$ cat config.mk
export PLATFORM = sky130hd
export DESIGN_NAME = lcd_panel_pin_mapper
export DESIGN_NICKNAME = d
export VERILOG_FILES = /design/src/verilog/panel_pin_pkg.sv /design/src/verilog/pixel_fifo.sv /design/src/verilog/lcd_panel_pin_mapper.sv
export VERILOG_INCLUDE_DIRS = /design/src /design/src/verilog
export SDC_FILE = /design/constraint.sdc
export NUM_CORES = 1
export LEC_CHECK = 0
export BUFFER_PORTS_ARGS = -buffer_cell sky130_fd_sc_hd__clkbuf_2
export CAP_MARGIN = 30
export CORE_ASPECT_RATIO = 1.2
export CORE_UTILIZATION = 40
export DETAILED_ROUTE_END_ITERATION = 10
export MAX_ROUTING_LAYER = met4
export PLACE_DENSITY = 0.52
export REMOVE_ABC_BUFFERS = 1
export SYNTH_ARGS = -nofsm -noshare
export SYNTH_HDL_FRONTEND = slang
export SYNTH_SLANG_ARGS = --single-unit
$ cat constraint.sdc
create_clock -name hclk -period 8 [get_ports hclk]
set_input_delay 1.6 -clock hclk [delete_from_list [all_inputs] [get_ports hclk]]
set_output_delay 1.6 -clock hclk [all_outputs]
set_load 0.03 [all_outputs]
$ cat src/verilog/panel_pin_map.svh
// Constants for the panel pin mapper: bus offsets, field positions, reset values.
// Assumes inclusion by bare name from the package and the design files.
`ifndef PANEL_PIN_MAP_MAP_SVH
`define PANEL_PIN_MAP_MAP_SVH

// -----------------------------------------------------------------------------
// Register offsets (byte addresses).
// -----------------------------------------------------------------------------
`define PPM_OFS_CTRL    12'h000
`define PPM_OFS_STATUS  12'h004
`define PPM_OFS_SIDEBND 12'h008

// -----------------------------------------------------------------------------
// Control register fields and reset value.
// -----------------------------------------------------------------------------
`define PPM_CTRL_MODE_LSB  0
`define PPM_CTRL_MODE_MSB  3
`define PPM_CTRL_SWAP_BIT  4
`define PPM_CTRL_THIN_BIT  5
`define PPM_CTRL_EXTCK_BIT 6
`define PPM_CTRL_RESET     32'h0000_0000

// -----------------------------------------------------------------------------
// Panel data field positions.
// -----------------------------------------------------------------------------
`define PPM_DATA_W      18
`define PPM_LOWER_LSB   8
`define PPM_INTENS_BIT  0
`define PPM_PS_BIT      6
`define PPM_REV_BIT     12
`define PPM_GREEN5_BIT  13

`endif

$ cat src/verilog/panel_pin_pkg.sv
// Types shared by the panel pin mapper, the panel model and the bench.
// Assumes the constants header sits in the include path.
package panel_pin_pkg;
  `include "panel_pin_map.svh"

  // Panel types, one-hot.
  typedef enum logic [7:0] {
    MODE_MONO4_SINGLE = 8'h01,
    MODE_MONO4_DUAL   = 8'h02,
    MODE_MONO8_SINGLE = 8'h04,
    MODE_MONO8_DUAL   = 8'h08,
    MODE_COLOUR_SGL   = 8'h10,
    MODE_COLOUR_DUAL  = 8'h20,
    MODE_TFT_555I     = 8'h40,
    MODE_TFT_565      = 8'h80
  } panel_mode_e;

  // One pixel word with its timing, as the pipeline hands it over.
  typedef struct packed {
    logic [7:0] upper;     // Upper-panel STN bits.
    logic [7:0] lower;     // Lower-panel STN bits.
    logic [4:0] red;
    logic [5:0] green;
    logic [4:0] blue;
    logic       intensity;
    logic       frame;
    logic       line;
    logic       enable;
  } pixel_word_s;

  // Panel-facing pins.
  typedef struct packed {
    logic [`PPM_DATA_W-1:0] data;
    logic                   frame;
    logic                   line;
    logic                   enab;
    logic                   supply;
  } panel_pins_s;
endpackage

$ cat src/verilog/pixel_fifo.sv
// Synchronous FIFO for pixel words in front of the panel pin mapper.
// Assumes one clock and an active-low asynchronous reset.
`timescale 1ns/100ps
`default_nettype none

module pixel_fifo #(
  parameter int WIDTH = 42,
  parameter int DEPTH = 16
) (
  input  wire logic             hclk,
  input  wire logic             hresetn,
  input  wire logic             in_valid,
  output logic                  in_ready,
  input  wire logic [WIDTH-1:0] in_data,
  output logic                  out_valid,
  input  wire logic             out_ready,
  output logic      [WIDTH-1:0] out_data
);
  localparam int AW = $clog2(DEPTH);

  initial begin
    if (DEPTH < 2 || (DEPTH & (DEPTH - 1)) != 0) $error("pixel_fifo depth must be a power of two");
  end

  // Storage is a plain array; pointers carry one extra wrap bit.
  logic [WIDTH-1:0] mem [DEPTH];

  typedef struct packed {
    logic [AW:0] wp;
    logic [AW:0] rp;
  } fifo_state_s;

  fifo_state_s st_r, st_nxt;
  logic        push, pop;

  assign in_ready  = (st_r.wp ^ st_r.rp) != {1'b1, {AW{1'b0}}};
  assign out_valid = st_r.wp != st_r.rp;
  assign push      = in_valid && in_ready;
  assign pop       = out_valid && out_ready;
  assign out_data  = mem[st_r.rp[AW-1:0]];

  // Pointer advance.
  always_comb begin
    st_nxt = st_r;
    if (push) st_nxt.wp = st_r.wp + 1'b1;
    if (pop)  st_nxt.rp = st_r.rp + 1'b1;
  end

  always_ff @(posedge hclk or negedge hresetn) begin
    if (!hresetn) begin
      st_r <= '0;
    end else begin
      st_r <= st_nxt;
    end
  end

  // The array holds no reset; only the pointers decide what is valid.
  always_ff @(posedge hclk) begin
    if (push) mem[st_r.wp[AW-1:0]] <= in_data;
  end
endmodule

`default_nettype wire

$ cat src/verilog/lcd_panel_pin_mapper.sv
// Output stage of the colour LCD controller: maps pixel words and timing onto the panel pins.
// Assumes an AHB-Lite master for control, the pixel pipeline on hclk, and an external pixel clock
// that is only sampled (through two flops) to pace the panel data clock.
`timescale 1ns/100ps
`default_nettype none
`include "panel_pin_map.svh"

module lcd_panel_pin_mapper
  import panel_pin_pkg::*;
#(
  parameter int FIFO_DEPTH = 16,
  parameter int CLK_DIV    = 2
) (
  input  wire logic                   hclk,
  input  wire logic                   hresetn,
  input  wire logic                   hsel,
  input  wire logic [11:0]            haddr,
  input  wire logic [1:0]             htrans,
  input  wire logic                   hwrite,
  input  wire logic [2:0]             hsize,
  input  wire logic [31:0]            hwdata,
  input  wire logic                   hready,
  output logic                        hreadyout,
  output logic                        hresp,
  output logic      [31:0]            hrdata,
  input  wire logic                   pix_valid,
  output logic                        pix_ready,
  input  wire pixel_word_s            pix_word,
  input  wire logic                   external_pixel_clock_in,
  output logic      [`PPM_DATA_W-1:0] panel_data_out,
  output logic                        frame_pulse_out,
  output logic                        line_pulse_out,
  output logic                        panel_data_enable,
  output logic                        panel_supply_enable,
  output logic                        panel_pixel_clock
);
  localparam int WW = $bits(pixel_word_s);
  localparam int CW = $clog2(CLK_DIV + 1);

  initial begin
    if (CLK_DIV < 2) $error("CLK_DIV must be at least 2");
    if (FIFO_DEPTH < 2) $error("FIFO_DEPTH must be at least 2");
  end

  // ---------------------------------------------------------------------------
  // State of the whole block apart from the pixel FIFO.
  // ---------------------------------------------------------------------------
  typedef struct packed {
    logic        ap_valid;      // A write address phase awaits its data.
    logic [11:0] ap_addr;
    logic [31:0] rdata;
    logic [3:0]  mode_sel;      // Index of the panel type.
    logic        swap;          // Colour order swap.
    logic        thin;          // Thin-panel TFT mode.
    logic        ext_clk;       // Pace the panel clock from the external input.
    logic        supply_on;     // Digital supply enable level.
    logic        power_save;    // Thin-mode power save level.
    logic        reverse;       // Thin-mode reverse level.
    logic        gate_clk;      // Thin-mode gate driver clock level.
    logic [1:0]  ext_sync;      // Two-flop synchroniser for the external clock.
    logic        ext_prev;
    logic [CW-1:0] div_cnt;
    logic        pclk;
    logic [15:0] words_out;     // Count of pixel words put on the pins.
    panel_pins_s pins;
  } mapper_state_s;

  mapper_state_s st_r, st_nxt;

  // ---------------------------------------------------------------------------
  // Pixel FIFO in front of the mapper.
  // ---------------------------------------------------------------------------
  logic        fifo_valid;
  logic        fifo_pop;
  logic [WW-1:0] fifo_data;
  pixel_word_s word;

  pixel_fifo #(
    .WIDTH (WW),
    .DEPTH (FIFO_DEPTH)
  ) u_fifo (
    .hclk      (hclk),
    .hresetn   (hresetn),
    .in_valid  (pix_valid),
    .in_ready  (pix_ready),
    .in_data   (pix_word),
    .out_valid (fifo_valid),
    .out_ready (fifo_pop),
    .out_data  (fifo_data)
  );

  assign word = pixel_word_s'(fifo_data);

  // ---------------------------------------------------------------------------
  // Helpers for the bus and the clock edge.
  // ---------------------------------------------------------------------------
  logic        bus_req;
  logic        pclk_rise;
  panel_mode_e mode;
  logic [`PPM_DATA_W-1:0] data_map;
  logic [4:0]  lo_col, hi_col;

  assign bus_req   = hsel && hready && htrans[1];
  assign mode      = panel_mode_e'(8'h01 << st_r.mode_sel[2:0]);
  // A rising panel clock edge is the only moment that any pin changes.
  assign pclk_rise = st_r.ext_clk ? (st_r.ext_sync[1] && !st_r.ext_prev)
                                  : (st_r.div_cnt == CW'(CLK_DIV - 1) && !st_r.pclk);
  assign fifo_pop  = pclk_rise && fifo_valid;
  assign lo_col    = st_r.swap ? word.blue : word.red;
  assign hi_col    = st_r.swap ? word.red : word.blue;

  // ---------------------------------------------------------------------------
  // Data pin mapping per panel type; every bit not set below stays low.
  // ---------------------------------------------------------------------------
  always_comb begin
    data_map = '0;
    case (mode)
      MODE_MONO4_SINGLE: data_map[3:0] = word.upper[3:0];
      MODE_MONO4_DUAL: begin
        data_map[3:0]   = word.upper[3:0];
        data_map[11:8]  = word.lower[3:0];
      end
      MODE_MONO8_SINGLE, MODE_COLOUR_SGL: data_map[7:0] = word.upper;
      MODE_MONO8_DUAL, MODE_COLOUR_DUAL: begin
        data_map[7:0]   = word.upper;
        data_map[15:8]  = word.lower;
      end
      MODE_TFT_555I: begin
        data_map[5:1]   = lo_col;
        data_map[11:7]  = word.green[4:0];
        data_map[17:13] = hi_col;
        data_map[`PPM_INTENS_BIT] = word.intensity;
      end
      MODE_TFT_565: begin
        data_map[5:1]   = lo_col;
        data_map[11:7]  = word.green[4:0];
        data_map[`PPM_GREEN5_BIT] = word.green[5];
        data_map[17:14] = hi_col[3:0];
        data_map[0]     = hi_col[4];
      end
      default: data_map = '0;
    endcase
    // Thin-panel extras take the two unused TFT positions.
    if (st_r.thin) begin
      data_map[`PPM_PS_BIT]  = st_r.power_save;
      data_map[`PPM_REV_BIT] = st_r.reverse;
    end
  end

  // ---------------------------------------------------------------------------
  // Next state: bus slave, clock pacing and pin update.
  // ---------------------------------------------------------------------------
  always_comb begin
    st_nxt = st_r;
    // The first sync flop feeds only the second.
    st_nxt.ext_sync = {st_r.ext_sync[0], external_pixel_clock_in};
    st_nxt.ext_prev = st_r.ext_sync[1];

    // Internal divider runs always so the switch between sources is glitch-free in effect.
    if (st_r.div_cnt == CW'(CLK_DIV - 1)) begin
      st_nxt.div_cnt = '0;
      st_nxt.pclk    = !st_r.pclk;
    end else begin
      st_nxt.div_cnt = st_r.div_cnt + 1'b1;
    end

    // In external mode the panel clock is the synchronised input itself, so the divider cannot glitch it.
    if (st_r.ext_clk) st_nxt.pclk = st_r.ext_sync[1];

    // Register write data phase.
    st_nxt.ap_valid = 1'b0;
    if (st_r.ap_valid) begin
      case (st_r.ap_addr)
        `PPM_OFS_CTRL: begin
          st_nxt.mode_sel  = hwdata[`PPM_CTRL_MODE_MSB:`PPM_CTRL_MODE_LSB];
          st_nxt.swap      = hwdata[`PPM_CTRL_SWAP_BIT];
          st_nxt.thin      = hwdata[`PPM_CTRL_THIN_BIT];
          st_nxt.ext_clk   = hwdata[`PPM_CTRL_EXTCK_BIT];
        end
        `PPM_OFS_SIDEBND: begin
          st_nxt.supply_on  = hwdata[0];
          st_nxt.power_save = hwdata[1];
          st_nxt.reverse    = hwdata[2];
          st_nxt.gate_clk   = hwdata[3];
        end
        default: st_nxt.ap_valid = 1'b0;
      endcase
    end

    // Address phase: capture writes, prepare read data for the data phase.
    if (bus_req) begin
      st_nxt.ap_valid = hwrite;
      st_nxt.ap_addr  = {haddr[11:2], 2'b00};
      case ({haddr[11:2], 2'b00})
        `PPM_OFS_CTRL:    st_nxt.rdata = {25'h0, st_r.ext_clk, st_r.thin, st_r.swap, st_r.mode_sel};
        `PPM_OFS_STATUS:  st_nxt.rdata = {st_r.words_out, 14'h0, pix_ready, fifo_valid};
        `PPM_OFS_SIDEBND: st_nxt.rdata = {28'h0, st_r.gate_clk, st_r.reverse, st_r.power_save,
                                          st_r.supply_on};
        default:          st_nxt.rdata = 32'h0;
      endcase
    end

    // All pins move together on the panel clock rising edge.
    if (pclk_rise) begin
      if (fifo_valid) begin
        st_nxt.pins.data  = data_map;
        st_nxt.pins.frame = word.frame;
        st_nxt.pins.line  = word.line;
        st_nxt.pins.enab  = word.enable;
        st_nxt.words_out  = st_r.words_out + 1'b1;
      end else begin
        st_nxt.pins.data  = st_r.thin ? data_map & ((18'h1 << `PPM_PS_BIT) | (18'h1 << `PPM_REV_BIT))
                                      : '0;
        st_nxt.pins.enab  = 1'b0;
      end
      st_nxt.pins.supply = st_r.thin ? st_r.gate_clk : st_r.supply_on;
    end
  end

  always_ff @(posedge hclk or negedge hresetn) begin
    if (!hresetn) begin
      st_r <= '0;
    end else begin
      st_r <= st_nxt;
    end
  end

  // ---------------------------------------------------------------------------
  // Outputs: all from flops except hreadyout and hresp, which are tied to constants, and pix_ready, decoded from the FIFO pointers.
  // ---------------------------------------------------------------------------
  assign hreadyout           = 1'b1;
  assign hresp               = 1'b0;
  assign hrdata              = st_r.rdata;
  assign panel_data_out      = st_r.pins.data;
  assign frame_pulse_out     = st_r.pins.frame;
  assign line_pulse_out      = st_r.pins.line;
  assign panel_data_enable   = st_r.pins.enab;
  assign panel_supply_enable = st_r.pins.supply;
  assign panel_pixel_clock   = st_r.pclk;

  // ---------------------------------------------------------------------------
  // Checks.
  // ---------------------------------------------------------------------------
  property p_mono4_map;
    @(posedge hclk) disable iff (!hresetn)
      (pclk_rise && fifo_valid && mode == MODE_MONO4_SINGLE) |=> panel_data_out == {14'h0, $past(word.upper[3:0])};
  endproperty
  a_mono4_map: assert property (p_mono4_map) else $error("mono 4-bit map wrong");

  property p_dual4_lower;
    @(posedge hclk) disable iff (!hresetn)
      (pclk_rise && fifo_valid && mode == MODE_MONO4_DUAL) |=> panel_data_out[11:8] == $past(word.lower[3:0]);
  endproperty
  a_dual4_lower: assert property (p_dual4_lower) else $error("dual 4-bit lower map wrong");

  property p_dual8_map;
    @(posedge hclk) disable iff (!hresetn)
      (pclk_rise && fifo_valid && mode == MODE_COLOUR_DUAL && !st_r.thin)
        |=> panel_data_out == {2'b00, $past(word.lower), $past(word.upper)};
  endproperty
  a_dual8_map: assert property (p_dual8_map) else $error("dual 8-bit map wrong");

  property p_tft_red;
    @(posedge hclk) disable iff (!hresetn)
      (pclk_rise && fifo_valid && mode == MODE_TFT_565 && !st_r.swap)
        |=> panel_data_out[5:1] == $past(word.red) && panel_data_out[0] == $past(word.blue[4]);
  endproperty
  a_tft_red: assert property (p_tft_red) else $error("5:6:5 red or blue4 map wrong");

  property p_intensity;
    @(posedge hclk) disable iff (!hresetn)
      (pclk_rise && fifo_valid && mode == MODE_TFT_555I) |=> panel_data_out[0] == $past(word.intensity);
  endproperty
  a_intensity: assert property (p_intensity) else $error("intensity bit wrong");

  property p_swap;
    @(posedge hclk) disable iff (!hresetn)
      (pclk_rise && fifo_valid && mode == MODE_TFT_555I && st_r.swap) |=> panel_data_out[5:1] == $past(word.blue);
  endproperty
  a_swap: assert property (p_swap) else $error("colour swap wrong");

  property p_still;
    @(posedge hclk) disable iff (!hresetn)
      !pclk_rise |=> $stable(panel_data_out) && $stable(frame_pulse_out) && $stable(line_pulse_out);
  endproperty
  a_still: assert property (p_still) else $error("pins moved off the panel clock edge");

  property p_unused_low;
    @(posedge hclk) disable iff (!hresetn)
      (pclk_rise && mode == MODE_MONO8_SINGLE && !st_r.thin) |=> panel_data_out[17:8] == 10'h0;
  endproperty
  a_unused_low: assert property (p_unused_low) else $error("unused outputs not low");

  property p_555_colours;
    @(posedge hclk) disable iff (!hresetn)
      (pclk_rise && fifo_valid && mode == MODE_TFT_555I && !st_r.swap)
        |=> panel_data_out[11:7] == $past(word.green[4:0]) && panel_data_out[17:13] == $past(word.blue);
  endproperty
  a_555_colours: assert property (p_555_colours) else $error("5:5:5+I green or blue map wrong");

  property p_565_colours;
    @(posedge hclk) disable iff (!hresetn)
      (pclk_rise && fifo_valid && mode == MODE_TFT_565 && !st_r.swap)
        |=> panel_data_out[17:14] == $past(word.blue[3:0]) && panel_data_out[13] == $past(word.green[5]);
  endproperty
  a_565_colours: assert property (p_565_colours) else $error("5:6:5 blue or green5 map wrong");

  property p_thin_extras;
    @(posedge hclk) disable iff (!hresetn)
      (pclk_rise && st_r.thin)
        |=> panel_data_out[6] == $past(st_r.power_save) && panel_data_out[12] == $past(st_r.reverse);
  endproperty
  a_thin_extras: assert property (p_thin_extras) else $error("power save or reverse pin wrong");

  property p_supply_pin;
    @(posedge hclk) disable iff (!hresetn)
      pclk_rise |=> panel_supply_enable == ($past(st_r.thin) ? $past(st_r.gate_clk) : $past(st_r.supply_on));
  endproperty
  a_supply_pin: assert property (p_supply_pin) else $error("supply or gate clock pin wrong");

  c_dual_stn: cover property (@(posedge hclk) pclk_rise && fifo_valid && mode == MODE_COLOUR_DUAL);
  c_tft_565:  cover property (@(posedge hclk) pclk_rise && fifo_valid && mode == MODE_TFT_565);
  c_full:     cover property (@(posedge hclk) !pix_ready);
  c_thin:     cover property (@(posedge hclk) pclk_rise && fifo_valid && st_r.thin);
  c_ext_clk:  cover property (@(posedge hclk) pclk_rise && fifo_valid && st_r.ext_clk);
endmodule

`default_nettype wire

==> metrics.yaml <==
dieArea_um2: 68460
clock_skew_ns: 0.01914
critPathMaxStageDelay_ns: 0.80
reg2reg_to: "panel_data_out[1]"
firstDrtPassIters: 5
start_kind: "flop"
fp-row-count: 103
synth_area_um2: 26970
min_delay_path_depth: 0
rsz0062_at_grt: "no"
status: "finished, final reports clean"
yosysTopAreaCellShare_pct: 64.14
hold_start: "st_nxt[43]"
synth_flop_cell: "edfxtp_1"
antenna_found_initial: 2
dp.cells: 2320
worst_setup_path_end_kind: "output port"
vias: 13280
setup_ws_ns: 3.876
fin_cells: 2450
crit_buf_inv: 1
max_freq_mhz: 242.5
yosys-top-cells-count: "576 x edfxtp_1, 137 x mux4_2, 99 x dfrtp_1"
postCtsHoldBufs: 0
synthTopCellsByArea: "edfxtp_1 64%, mux4_2 11%, dfrtp_1 9.2%"
drive_gt1_share_pct: 27.59
synth_edf_count: 576
wl_met2_mm: 31.09
max_slew_margin_pct: 33.40
post-cts-setup-buffers: 0
clock_latency_ns: 0.61
die_h_um: 286.4
slowest_stage: "dfrtp_4"
start_util_pct: 40.71
rrSetupSlack_ns: 4.13
grt_pass1_wl_mm: 92.85
tns_ns: 0
peakVddDrop_mv: 0.1617
post_synth.cell_area_avg_um2: 19.32
grt_pass1_vias: 13840
highest-signal-layer: "met4"
synthCells: 1396
drtAntennaViolNets: 0
whs_ns: 0.3523
cp.arrival_ns: 2.52
via_per_inst: 5.420
drt_wl_total_mm: 63.47
drt_iter0_drc: 898
cp_max_fo: 27
place_congestion: 0.7326
m1WireLength_mm: 27.79
coreArea_um2: 66240
root_buffer: "clkbuf_16"
io_buffers: 107
route.met3.wl_mm: 2.976
ys_seq_elements: 675
finalCriticalPeriod_ns: 4.124
r2r_start: "u_fifo.st_r[0]"
clock_sinks: 675
drv_cap: 0
async_flop_share_pct: 14.67
grt_max_degree: 67
worst_hold_path.endpoint: "st_nxt[41]"
area_growth_pct: 12.98
ios: 150
slew_violations: 0
criticalPathCategory: "flop to output port"
track_usage_pct: 19.56
p_leak_nw: 10.47
nets: 1605
tightest_slew_ns: 0.9946
hold_class: "flop to flop"
cellPowerDensity_nw_per_um2: 350.0
post-route-period-util_pct: 51.55
drc: 0
cts.path.max_buffers: 3
grt_overflow: 0
clk_pin_slew_ns: 0.06
yosys.cell_count.top_type: "edfxtp_1"
wl_per_cell_um: 25.90
post_cts_resized: 0
synth.distinct_cells: 62
r2r_cells: 8
ys_seq_area_share_pct: 73.33
dpl_worst_slack_ns: 4.033
path_delay_family: "flip-flops"
cts_max_level: 3
path_cells: "xor2_1, nor4_2, nand2b_1, clkbuf_2"
synth_warnings: 0
cts_buffers: 71
final_hold_viol_count: 0
fp.dieW_um: 239.0
hpwl_mm: 34.50
setup_viol_count_final: 0
crit_required_ns: 6.40
yosys.area.top_type: "edfxtp_1"
cts_tree: "done"
[cell type report]
type,count,area (um^2)
antenna,3,7.507
clock buffer,87,1868
multi-input combinational,593,6466
sequential,675,19790
clock inverter,40,324.1
timing repair buffer,143,835.8
tap,892,1116
fill,5709,35770
inverter,17,63.81
[registers in the layout (all words and copies together), names as in the netlist]
signal,count
st_r,41
frame_pulse_out,1
panel_supply_enable,1
line_pulse_out,1
st_nxt,2
u_fifo.st_r,10
panel_pixel_clock,1
u_fifo.mem,576
panel_data_enable,1
hrdata,23
panel_data_out,18
[logic make-up after synthesis]
| family | synth area share, % |
|---|---|
| DFF | 73.33 |
| other | 0.02785 |
| xor gates and xnor gates | 0.9094 |
| AOI/OAI and AO/OA | 3.355 |
| and+or+nand+nor | 3.874 |
| buffers and inverters | 3.248 |
| adders and majority gates | 0.5568 |
| muxes | 14.70 |
[where the power goes]
part,internal (mW),switching (mW)
Clock,1.77,1.36
Combinational,1.27,1.73
Sequential,4.25,0.292
Total,7.28,3.38
[through the flow]
| step | cell area, um^2 | utilization, % | power, mW |
|---|---|---|---|
| final | 30470 | 46.00 | 10.66 |
| after global placement | 28220 | 42.60 | 7.637 |
| after global routing | 30470 | 45.99 | 11.16 |
| after CTS | 30460 | 45.98 | 10.82 |
| after floorplan | 26190 | - | 6.794 |
| after detailed placement | 28270 | 42.68 | 7.674 |
[per-layer routing]
layer  track usage [%]  up-vias
met5                 -        -
met4             6.795        0
met3             3.261       83
met2             30.97      328
met1             25.63     7076
li1                  -     5793
[layout by cell type, fill, tap and decap left out, types with 5 or more instances in the layout]
cell type / count
o221ai_1: 6
clkbuf_2: 106
nand4_1: 9
buf_4: 34
nor2_4: 11
a22o_1: 23
clkinv_2: 9
a211oi_1: 11
o21ai_0: 20
nand2b_1: 9
edfxtp_1: 576
clkinv_1: 18
xnor2_1: 15
a22oi_1: 10
and3_1: 5
nor2_1: 14
mux2_2: 24
clkbuf_1: 14
mux4_1: 11
dfrtp_1: 95
nor2b_1: 18
nand3_1: 12
a31oi_1: 8
mux2i_1: 32
nor3_1: 7
ha_1: 12
a32oi_1: 7
inv_1: 14
conb_1: 11
nor4_1: 11
nand2_1: 97
mux4_2: 137
clkbuf_16: 72
o22ai_1: 5
a21oi_1: 9
xor2_1: 13
[worst max-delay path by stage]
stage	startpoint	endpoint	slack [ns]	cells past startpoint
finish	u_fifo.st_r[0]	pix_ready	3.88	4
detailed placement	u_fifo.st_r[0]	panel_data_out[1]	4.03	8
CTS	u_fifo.st_r[0]	pix_ready	3.80	4
global route	u_fifo.st_r[0]	pix_ready	3.67	4
global placement	pix_valid	u_fifo.mem[1][30]	3.45	5
floorplan	u_fifo.st_r[0]	u_fifo.mem[3][0]	-0.40	6
Note: power is estimated with default switching activity, not from simulation.
